===== src/rtl/lfx_coeff_map.vh =====
`ifndef LFX_COEFF_MAP_VH
`define LFX_COEFF_MAP_VH

// register indices on page 1
`define LFX_OFS_NUM4_HIGH   8'h09
`define LFX_OFS_NUM4_LOW    8'h0a
`define LFX_OFS_NUM5_HIGH   8'h0b
`define LFX_OFS_NUM5_LOW    8'h0c
`define LFX_OFS_DEN1_HIGH   8'h0d
`define LFX_OFS_DEN1_LOW    8'h0e
`define LFX_OFS_DEN2_HIGH   8'h0f
`define LFX_OFS_DEN2_LOW    8'h10
`define LFX_OFS_DEN4_HIGH   8'h11
`define LFX_OFS_DEN4_LOW    8'h12
`define LFX_OFS_FIRST       8'h09
`define LFX_OFS_LAST        8'h12

// reset values
`define LFX_RST_NUM4_HIGH   8'h96
`define LFX_RST_NUM4_LOW    8'h66
`define LFX_RST_NUM5_HIGH   8'h67
`define LFX_RST_NUM5_LOW    8'h5d
`define LFX_RST_DEN1_HIGH   8'h7d
`define LFX_RST_DEN1_LOW    8'h83
`define LFX_RST_DEN2_HIGH   8'h84
`define LFX_RST_DEN2_LOW    8'hee
`define LFX_RST_DEN4_HIGH   8'h7d
`define LFX_RST_DEN4_LOW    8'h83

// field layout of a coefficient pair
`define LFX_COEFF_HIGH_MSB  15
`define LFX_COEFF_HIGH_LSB  8
`define LFX_COEFF_LOW_MSB   7
`define LFX_COEFF_LOW_LSB   0

`endif


===== src/rtl/lfx_coeff_regs.v =====
// Design decision made here: the strobed register port.
`timescale 1ns/1ps
`default_nettype none
`include "lfx_coeff_map.vh"

module lfx_coeff_regs (
    input  wire        sys_clk,
    input  wire        reset,
    input  wire [7:0]  reg_addr,
    input  wire [7:0]  reg_wdata,
    input  wire        reg_write,
    input  wire        reg_read,
    output reg  [7:0]  reg_rdata,
    output reg  [15:0] numerator_coeff_four,
    output reg  [15:0] numerator_coeff_five,
    output reg  [15:0] denominator_coeff_one,
    output reg  [15:0] denominator_coeff_two,
    output reg  [15:0] denominator_coeff_four,
    output reg         coeff_update
);

////////////////////////////////////////////////////////////////////////////////
// sizes

localparam NREG   = 10; // byte registers held, index 9 up to 18
localparam BYTE_W = 8;
localparam COEF_W = 16;

////////////////////////////////////////////////////////////////////////////////
// slot numbers inside the byte store; slot 0 is index 9

localparam SLOT_NUM4_HIGH = 0;
localparam SLOT_NUM4_LOW  = 1;

localparam SLOT_NUM5_HIGH = 2;
localparam SLOT_NUM5_LOW  = 3;

localparam SLOT_DEN1_HIGH = 4;
localparam SLOT_DEN1_LOW  = 5;

localparam SLOT_DEN2_HIGH = 6;
localparam SLOT_DEN2_LOW  = 7;

localparam SLOT_DEN4_HIGH = 8;
localparam SLOT_DEN4_LOW  = 9;

////////////////////////////////////////////////////////////////////////////////
// reset image of each published pair

localparam [COEF_W-1:0] RST_NUM4 = {`LFX_RST_NUM4_HIGH, `LFX_RST_NUM4_LOW};
localparam [COEF_W-1:0] RST_NUM5 = {`LFX_RST_NUM5_HIGH, `LFX_RST_NUM5_LOW};
localparam [COEF_W-1:0] RST_DEN1 = {`LFX_RST_DEN1_HIGH, `LFX_RST_DEN1_LOW};
localparam [COEF_W-1:0] RST_DEN2 = {`LFX_RST_DEN2_HIGH, `LFX_RST_DEN2_LOW};
localparam [COEF_W-1:0] RST_DEN4 = {`LFX_RST_DEN4_HIGH, `LFX_RST_DEN4_LOW};

////////////////////////////////////////////////////////////////////////////////
// write decode: one enable per byte register by exact index match, so any
// index outside 9..18 matches none and the write is dropped

wire [NREG-1:0] slot_wr;

assign slot_wr[SLOT_NUM4_HIGH] = reg_write && (reg_addr == `LFX_OFS_NUM4_HIGH);
assign slot_wr[SLOT_NUM4_LOW]  = reg_write && (reg_addr == `LFX_OFS_NUM4_LOW);

assign slot_wr[SLOT_NUM5_HIGH] = reg_write && (reg_addr == `LFX_OFS_NUM5_HIGH);
assign slot_wr[SLOT_NUM5_LOW]  = reg_write && (reg_addr == `LFX_OFS_NUM5_LOW);

assign slot_wr[SLOT_DEN1_HIGH] = reg_write && (reg_addr == `LFX_OFS_DEN1_HIGH);
assign slot_wr[SLOT_DEN1_LOW]  = reg_write && (reg_addr == `LFX_OFS_DEN1_LOW);

assign slot_wr[SLOT_DEN2_HIGH] = reg_write && (reg_addr == `LFX_OFS_DEN2_HIGH);
assign slot_wr[SLOT_DEN2_LOW]  = reg_write && (reg_addr == `LFX_OFS_DEN2_LOW);

assign slot_wr[SLOT_DEN4_HIGH] = reg_write && (reg_addr == `LFX_OFS_DEN4_HIGH);
assign slot_wr[SLOT_DEN4_LOW]  = reg_write && (reg_addr == `LFX_OFS_DEN4_LOW);

////////////////////////////////////////////////////////////////////////////////
// reset byte of each slot

function [BYTE_W-1:0] reset_byte;
    input integer slot;
    begin
        case (slot)
            SLOT_NUM4_HIGH: reset_byte = `LFX_RST_NUM4_HIGH;
            SLOT_NUM4_LOW:  reset_byte = `LFX_RST_NUM4_LOW;

            SLOT_NUM5_HIGH: reset_byte = `LFX_RST_NUM5_HIGH;
            SLOT_NUM5_LOW:  reset_byte = `LFX_RST_NUM5_LOW;

            SLOT_DEN1_HIGH: reset_byte = `LFX_RST_DEN1_HIGH;
            SLOT_DEN1_LOW:  reset_byte = `LFX_RST_DEN1_LOW;

            SLOT_DEN2_HIGH: reset_byte = `LFX_RST_DEN2_HIGH;
            SLOT_DEN2_LOW:  reset_byte = `LFX_RST_DEN2_LOW;

            SLOT_DEN4_HIGH: reset_byte = `LFX_RST_DEN4_HIGH;
            SLOT_DEN4_LOW:  reset_byte = `LFX_RST_DEN4_LOW;
            default:        reset_byte = 8'h00;
        endcase
    end
endfunction

////////////////////////////////////////////////////////////////////////////////
// byte store: one flop byte per register, flattened and addressed by slot

wire [NREG*BYTE_W-1:0] store;

genvar g;
generate
    for (g = 0; g < NREG; g = g + 1) begin : g_byte
        reg [BYTE_W-1:0] byte_q;
        // the reset image is a constant per slot
        always @(posedge sys_clk) begin
            if (reset)
                byte_q <= reset_byte(g);
            else if (slot_wr[g])
                byte_q <= reg_wdata;
        end
        assign store[BYTE_W*g +: BYTE_W] = byte_q;
    end
endgenerate

////////////////////////////////////////////////////////////////////////////////
// named views of the stored bytes

wire [BYTE_W-1:0] num4_high_q = store[BYTE_W*SLOT_NUM4_HIGH +: BYTE_W];
wire [BYTE_W-1:0] num4_low_q  = store[BYTE_W*SLOT_NUM4_LOW  +: BYTE_W];

wire [BYTE_W-1:0] num5_high_q = store[BYTE_W*SLOT_NUM5_HIGH +: BYTE_W];
wire [BYTE_W-1:0] num5_low_q  = store[BYTE_W*SLOT_NUM5_LOW  +: BYTE_W];

wire [BYTE_W-1:0] den1_high_q = store[BYTE_W*SLOT_DEN1_HIGH +: BYTE_W];
wire [BYTE_W-1:0] den1_low_q  = store[BYTE_W*SLOT_DEN1_LOW  +: BYTE_W];

wire [BYTE_W-1:0] den2_high_q = store[BYTE_W*SLOT_DEN2_HIGH +: BYTE_W];
wire [BYTE_W-1:0] den2_low_q  = store[BYTE_W*SLOT_DEN2_LOW  +: BYTE_W];

wire [BYTE_W-1:0] den4_high_q = store[BYTE_W*SLOT_DEN4_HIGH +: BYTE_W];
wire [BYTE_W-1:0] den4_low_q  = store[BYTE_W*SLOT_DEN4_LOW  +: BYTE_W];

////////////////////////////////////////////////////////////////////////////////
// read port: data stand for the one cycle after the strobe and read as zero
// otherwise, so an unmapped index never returns stale data

reg [BYTE_W-1:0] next_rdata;

always @* begin
    next_rdata = 8'h00;
    if (reg_read) begin
        case (reg_addr)
            `LFX_OFS_NUM4_HIGH: next_rdata = num4_high_q;
            `LFX_OFS_NUM4_LOW:  next_rdata = num4_low_q;

            `LFX_OFS_NUM5_HIGH: next_rdata = num5_high_q;
            `LFX_OFS_NUM5_LOW:  next_rdata = num5_low_q;

            `LFX_OFS_DEN1_HIGH: next_rdata = den1_high_q;
            `LFX_OFS_DEN1_LOW:  next_rdata = den1_low_q;

            `LFX_OFS_DEN2_HIGH: next_rdata = den2_high_q;
            `LFX_OFS_DEN2_LOW:  next_rdata = den2_low_q;

            `LFX_OFS_DEN4_HIGH: next_rdata = den4_high_q;
            `LFX_OFS_DEN4_LOW:  next_rdata = den4_low_q;
            default:            next_rdata = 8'h00;
        endcase
    end
end

always @(posedge sys_clk) begin
    if (reset)
        reg_rdata <= 8'h00;
    else
        reg_rdata <= next_rdata;
end

////////////////////////////////////////////////////////////////////////////////
// coefficient publish: a pair reaches the filter only when its low byte
// lands, together with the high byte already stored, so the filter never
// works with a half-updated value; the new low byte is taken straight from
// the bus because its own flop updates on the same edge

// numerator coefficient four
// high byte at index 9, low byte at index 10
wire              pub_num4 = slot_wr[SLOT_NUM4_LOW];
reg  [COEF_W-1:0] next_num4;

always @* begin
    next_num4 = numerator_coeff_four;
    if (pub_num4)
        next_num4 = {num4_high_q, reg_wdata};
end

always @(posedge sys_clk) begin
    if (reset)
        numerator_coeff_four <= RST_NUM4;
    else
        numerator_coeff_four <= next_num4;
end

// numerator coefficient five
// high byte at index 11, low byte at index 12
wire              pub_num5 = slot_wr[SLOT_NUM5_LOW];
reg  [COEF_W-1:0] next_num5;

always @* begin
    next_num5 = numerator_coeff_five;
    if (pub_num5)
        next_num5 = {num5_high_q, reg_wdata};
end

always @(posedge sys_clk) begin
    if (reset)
        numerator_coeff_five <= RST_NUM5;
    else
        numerator_coeff_five <= next_num5;
end

// denominator coefficient one
// high byte at index 13, low byte at index 14
wire              pub_den1 = slot_wr[SLOT_DEN1_LOW];
reg  [COEF_W-1:0] next_den1;

always @* begin
    next_den1 = denominator_coeff_one;
    if (pub_den1)
        next_den1 = {den1_high_q, reg_wdata};
end

always @(posedge sys_clk) begin
    if (reset)
        denominator_coeff_one <= RST_DEN1;
    else
        denominator_coeff_one <= next_den1;
end

// denominator coefficient two
// high byte at index 15, low byte at index 16
wire              pub_den2 = slot_wr[SLOT_DEN2_LOW];
reg  [COEF_W-1:0] next_den2;

always @* begin
    next_den2 = denominator_coeff_two;
    if (pub_den2)
        next_den2 = {den2_high_q, reg_wdata};
end

always @(posedge sys_clk) begin
    if (reset)
        denominator_coeff_two <= RST_DEN2;
    else
        denominator_coeff_two <= next_den2;
end

// denominator coefficient four
// high byte at index 17, low byte at index 18
wire              pub_den4 = slot_wr[SLOT_DEN4_LOW];
reg  [COEF_W-1:0] next_den4;

always @* begin
    next_den4 = denominator_coeff_four;
    if (pub_den4)
        next_den4 = {den4_high_q, reg_wdata};
end

always @(posedge sys_clk) begin
    if (reset)
        denominator_coeff_four <= RST_DEN4;
    else
        denominator_coeff_four <= next_den4;
end

////////////////////////////////////////////////////////////////////////////////
// limitation: a low write with no fresh high write publishes the stored high
// byte beside the new low byte; a high write never reaches the filter on its
// own, so software that skips the low write leaves the filter on the old pair

////////////////////////////////////////////////////////////////////////////////
// update strobe: pulses for one cycle after any low-byte write, in step with
// the coefficient that it announces, so the filter can latch the pair on it
// without comparing values

wire low_wr = pub_num4 | pub_num5 | pub_den1 | pub_den2 | pub_den4;

always @(posedge sys_clk) begin
    if (reset)
        coeff_update <= 1'b0;
    else
        coeff_update <= low_wr;
end

endmodule // lfx_coeff_regs
`default_nettype wire


===== config.mk =====
export PLATFORM = sky130hd
export DESIGN_NAME = lfx_coeff_regs
export DESIGN_NICKNAME = d
export VERILOG_FILES = /design/src/rtl/lfx_coeff_regs.v
export VERILOG_INCLUDE_DIRS = /design/src /design/src/rtl
export SDC_FILE = /design/constraint.sdc
export NUM_CORES = 1
export LEC_CHECK = 0
export ABC_AREA = 1
export BUFFER_PORTS_ARGS = -buffer_cell sky130_fd_sc_hd__buf_2
export CAP_MARGIN = 20
export CORE_MARGIN = 2
export CORE_UTILIZATION = 35
export CTS_BUF_LIST = sky130_fd_sc_hd__clkbuf_16
export DETAILED_ROUTE_END_ITERATION = 10
export GPL_ROUTABILITY_DRIVEN = 1
export SLEW_MARGIN = 10
export SYNTH_ARGS = -nofsm -noshare
export SYNTH_HDL_FRONTEND = slang
export SYNTH_SLANG_ARGS = --single-unit

===== constraint.sdc =====
create_clock -name sys_clk -period 1.6 [get_ports sys_clk]
set_input_delay 0.32 -clock sys_clk [delete_from_list [all_inputs] [get_ports sys_clk]]
set_output_delay 0.32 -clock sys_clk [all_outputs]
set_load 0.05 [all_outputs]

; ---- Word-level counts from Yosys, hierarchy flattened
; Index checks and enable logic that the tools add are counted.
[op_classes]
eq_ne = 10
muxes = 1
bitwise_logic = 5
reduce_logical = 11
[op_table]
columns = op, count
row1 = $pmux 8 s10, 1
row2 = $eq 8x4->1 const B, 7
row3 = $eq 8x5->1 const B, 3
row4 = $logic_and 1x1->1, 10
row5 = $or 1x1->1, 4
row6 = $reduce_or 2->1, 1
row7 = $not 1->1, 1
[word_totals]
ff_bits = 169
input_bits = 20
output_inout_bits = 89
word_cells = 44

; ---- Logic depth before layout (Yosys ltp)
[logic_depth]
word_depth = 6
depth_mapped = 10
mapped_depth_nobuf = 9

; ---- Worst setup path before layout
; OpenSTA, ideal clock, no wires.
[synth_timing]
path_type = input -> register
start = in reg_addr[2]
end = reg numerator_coeff_four[10]
arrival_time_ns = 1.194
t_required_ns = 1.466
slack_ns = 0.272
cell_stages = 8
path_cell_list = inv_1 -> nand2_1 -> nor2_4 -> nand3_1 -> buf_2 -> buf_6 -> nand2_1 -> nand3_1
[synth_via]
elab_chain_cells = 2
[synth_lines]
columns = element, line_no
row1 = "start, declared", lfx_coeff_regs.v:9  ; input wire [7:0] reg_addr,
row2 = $eq 8x4->1, -
row3 = $logic_and 1x1->1, lfx_coeff_regs.v:63  ; assign slot_wr[SLOT_NUM4_LOW] = reg_write && (reg_addr == `LFX_OFS_NUM4_LOW);
row4 = "end signal, assigned", lfx_coeff_regs.v:198  ; numerator_coeff_four <= next_num4;
row5 = "end, declared", lfx_coeff_regs.v:14  ; output reg [15:0] numerator_coeff_four,
; Every way passes these cells.
; A chain may end at the register's enable or synchronous reset.

==> metrics.txt <==
Slew Viols, Final 0; number of port buffers 108; Clock Latency Late Sink 0.42 ns; clock sinks 129; Longest Clk Path Bufs 2; Worst Hold Class input pin to flip-flop; hold_ws 0.213 ns; RSZ-0062 raised after global routing false; vias after detailed routing 4,985; max frequency 0.689 GHz; Syn Area/Cell 7.95 um2; pre-CTS setup slack -0.0457 ns; Worst-path clk slew 0.06 ns; share of cells above drive strength 1 27.0%; Synth Net Count 678; final wirelength 16,400 um; HPWL Detailed 11,800 um; count of antenna-violating nets left after detailed routing 0; # DRC 0; total of warnings raised by yosys 0; die extent in x 126 um; largest net degree at the start of global routing 60; Startpoint Class flip-flop; Post-Synthesis Cell Area 0.00523 mm2; Worst Path Buf+Inv 1; GP Congestion 0.899; Post-CTS Setup Inserts 0; CP arrival 1.13 ns; Syn-to-layout area delta 31.3%; CP peak stage delay 0.41 ns; initial antenna violation count 0; Final Cell Area 0.00687 mm2; GRT overflow 0; Pwr Density 1130 mW/mm2; status completed; final period utilization 90.7%; Final Setup Violations 0; Worst-Margin Slew 0.492 ns; vias per inst 5.05; ant diodes 0; Worst EP required 1.28 ns; Initial Util 35.9%; highest-delay cell along the critical path dfxtp_1; Placed Area 0.00623 mm2; Slew headroom 67.2%; Final min period 1.45 ns; Setup crit end kind output port; CTS Root Cell clkbuf_16; TritonCTS clock tree done; Synth Instances 658; Crit Path Max Fanout 3; Post-synth ARST share 0%; Synth Flop Type dfxtp_1; skew final 0.00607 ns; Peak VDD IR 0.756 mV; I/O pin cnt 109; crit path cell chain buf_2; Hold Buf Count CTS 0; average wire per standard cell 16.6 um; PnR worst setup slack 0.148 ns; drt pass-1 iters 4; met3 usage 5.10%; met2 Usage GRT 32.8%; overall routing resource usage 21.0%; initial DRC count 518; PostCTS Resize Cnt 0; Max-Cap Viols 0; Final Hold Vio Count 0; DIE HEIGHT 126 um; core box area 0.0146 mm2; Seq cells post-synth 129; register area share after synthesis 49.4%; P_leak 3.20 nW; first-pass GRT wire length 25,800 um; critical path class flip-flop to output port; Worst path top cell family by delay flip-flops; vias in the first global route 4,647; # H-tree levels 4; Site Rows 44; EDFF count, synth 0; Top Usage Layer GRT met2; die area 0.0159 mm2; Distinct cells, synth 25; CTS buffer count 17; GR Util met1 28.5%; final-stage net count 810
cells by family (layout without fill, tap and decap cells):
kind of cell | after synthesis | in the layout | synth area share, %
buffers and inverters | 78 | 223 | 6.82
AND/OR/NAND/NOR | 309 | 309 | 28.3
AO/OA/AOI/OAI | 142 | 142 | 15.5
flip-flops | 129 | 129 | 49.4
registers in the layout, summed over array words and instances, names as in the netlist:
| register | count |
|---|---|
| denominator_coeff_two | 9 |
| coeff_update | 1 |
| denominator_coeff_one | 9 |
| den2_high_q | 8 |
| reg_rdata | 8 |
| denominator_coeff_four | 9 |
| numerator_coeff_four | 9 |
| den4_low_q | 7 |
| g_byte.byte_q | 30 |
| den1_low_q | 7 |
| den1_high_q | 8 |
| den4_high_q | 8 |
| den2_low_q | 7 |
| numerator_coeff_five | 9 |
worst paths after layout:
kind	startpoint	end	slack (ns)	depth (start not counted)
max	den2_low_q[2]	denominator_coeff_two[2]	0.15	1
min	reg_wdata[6]	den2_high_q[6]	0.21	3
max reg2reg	g_byte[1].byte_q[1]	reg_rdata[1]	0.59	4
min reg2reg	denominator_coeff_one[9]	denominator_coeff_one[9]	0.46	2
per-stage QoR:
| step | setup TNS [ns] | power, W | std cells | util, % |
|---|---|---|---|---|
| floorplan | 0 | 0.00347 | 658 | - |
| global placement | -0.0919 | 0.00362 | 955 | 42.7 |
| detailed placement | -0.247 | 0.00362 | 955 | 42.7 |
| CTS | 0 | 0.00779 | 987 | 47.1 |
| global route | 0 | 0.00800 | 987 | 47.1 |
| finish | 0 | 0.00776 | 987 | 47.1 |
Yosys cell counts (2+ instances only):
library cell	n	area, um2
nand3_1	123	616
clkinv_1	5	18.8
inv_2	10	37.5
nand3_4	3	52.6
a21oi_1	58	290
o211ai_1	38	285
nor2_2	3	18.8
nand4_1	2	12.5
nor2_1	37	139
inv_1	25	93.8
nand3_2	4	40.0
nand2_2	4	25.0
nand2_1	124	465
buf_2	16	80.1
clkbuf_1	12	45.0
clkinv_2	2	10.0
dfxtp_1	129	2580
buf_6	3	33.8
nor2_4	7	78.8
buf_4	5	37.5
o21ai_0	44	220
report_power, final:
group	switching, W	internal, W	leakage (nW)
clock network	0.00145	0.00275	0.299
logic	0.000239	0.0000926	1.86
registers	0.00000553	0.00322	1.04
cell usage in the layout (no fill, tap or decap), drive strengths merged:
| cell | synthesis | final |
|---|---|---|
| a21oi | 58 | 58 |
| buf | 24 | 149 |
| bufinv | 0 | 5 |
| clkbuf | 12 | 17 |
| clkinv | 7 | 11 |
| clkinvlp | 0 | 5 |
| dfxtp | 129 | 129 |
| inv | 35 | 36 |
| nand2 | 128 | 128 |
| nand3 | 130 | 130 |
| nand4 | 3 | 3 |
| nor2 | 48 | 48 |
| o211ai | 39 | 39 |
| o21ai | 45 | 45 |
cell type report:
type / instances / area (um2)
inverters: 42 / 160
repair buffers: 149 / 961
clock buffers: 17 / 425
multi-input cells: 451 / 2290
well taps: 184 / 230
clock inverters: 15 / 215
fillers: 1454 / 7720
flip-flops and latches: 129 / 2580
worst reg2reg max path, cell delays in order (launching register included):
cell and delay, ns:
dfxtp_1 0.35, nand3_1 0.11, nand3_1 0.07, nor2_1 0.22, a21oi_1 0.13
layer usage:
layer  vias up  share of wire [%]
li1       2518                  -
met1      2287                 47
met2       160                 46
met3        20                5.4
met4         0                1.8
met5         -                  0
Power figures use the tool's default switching activity.
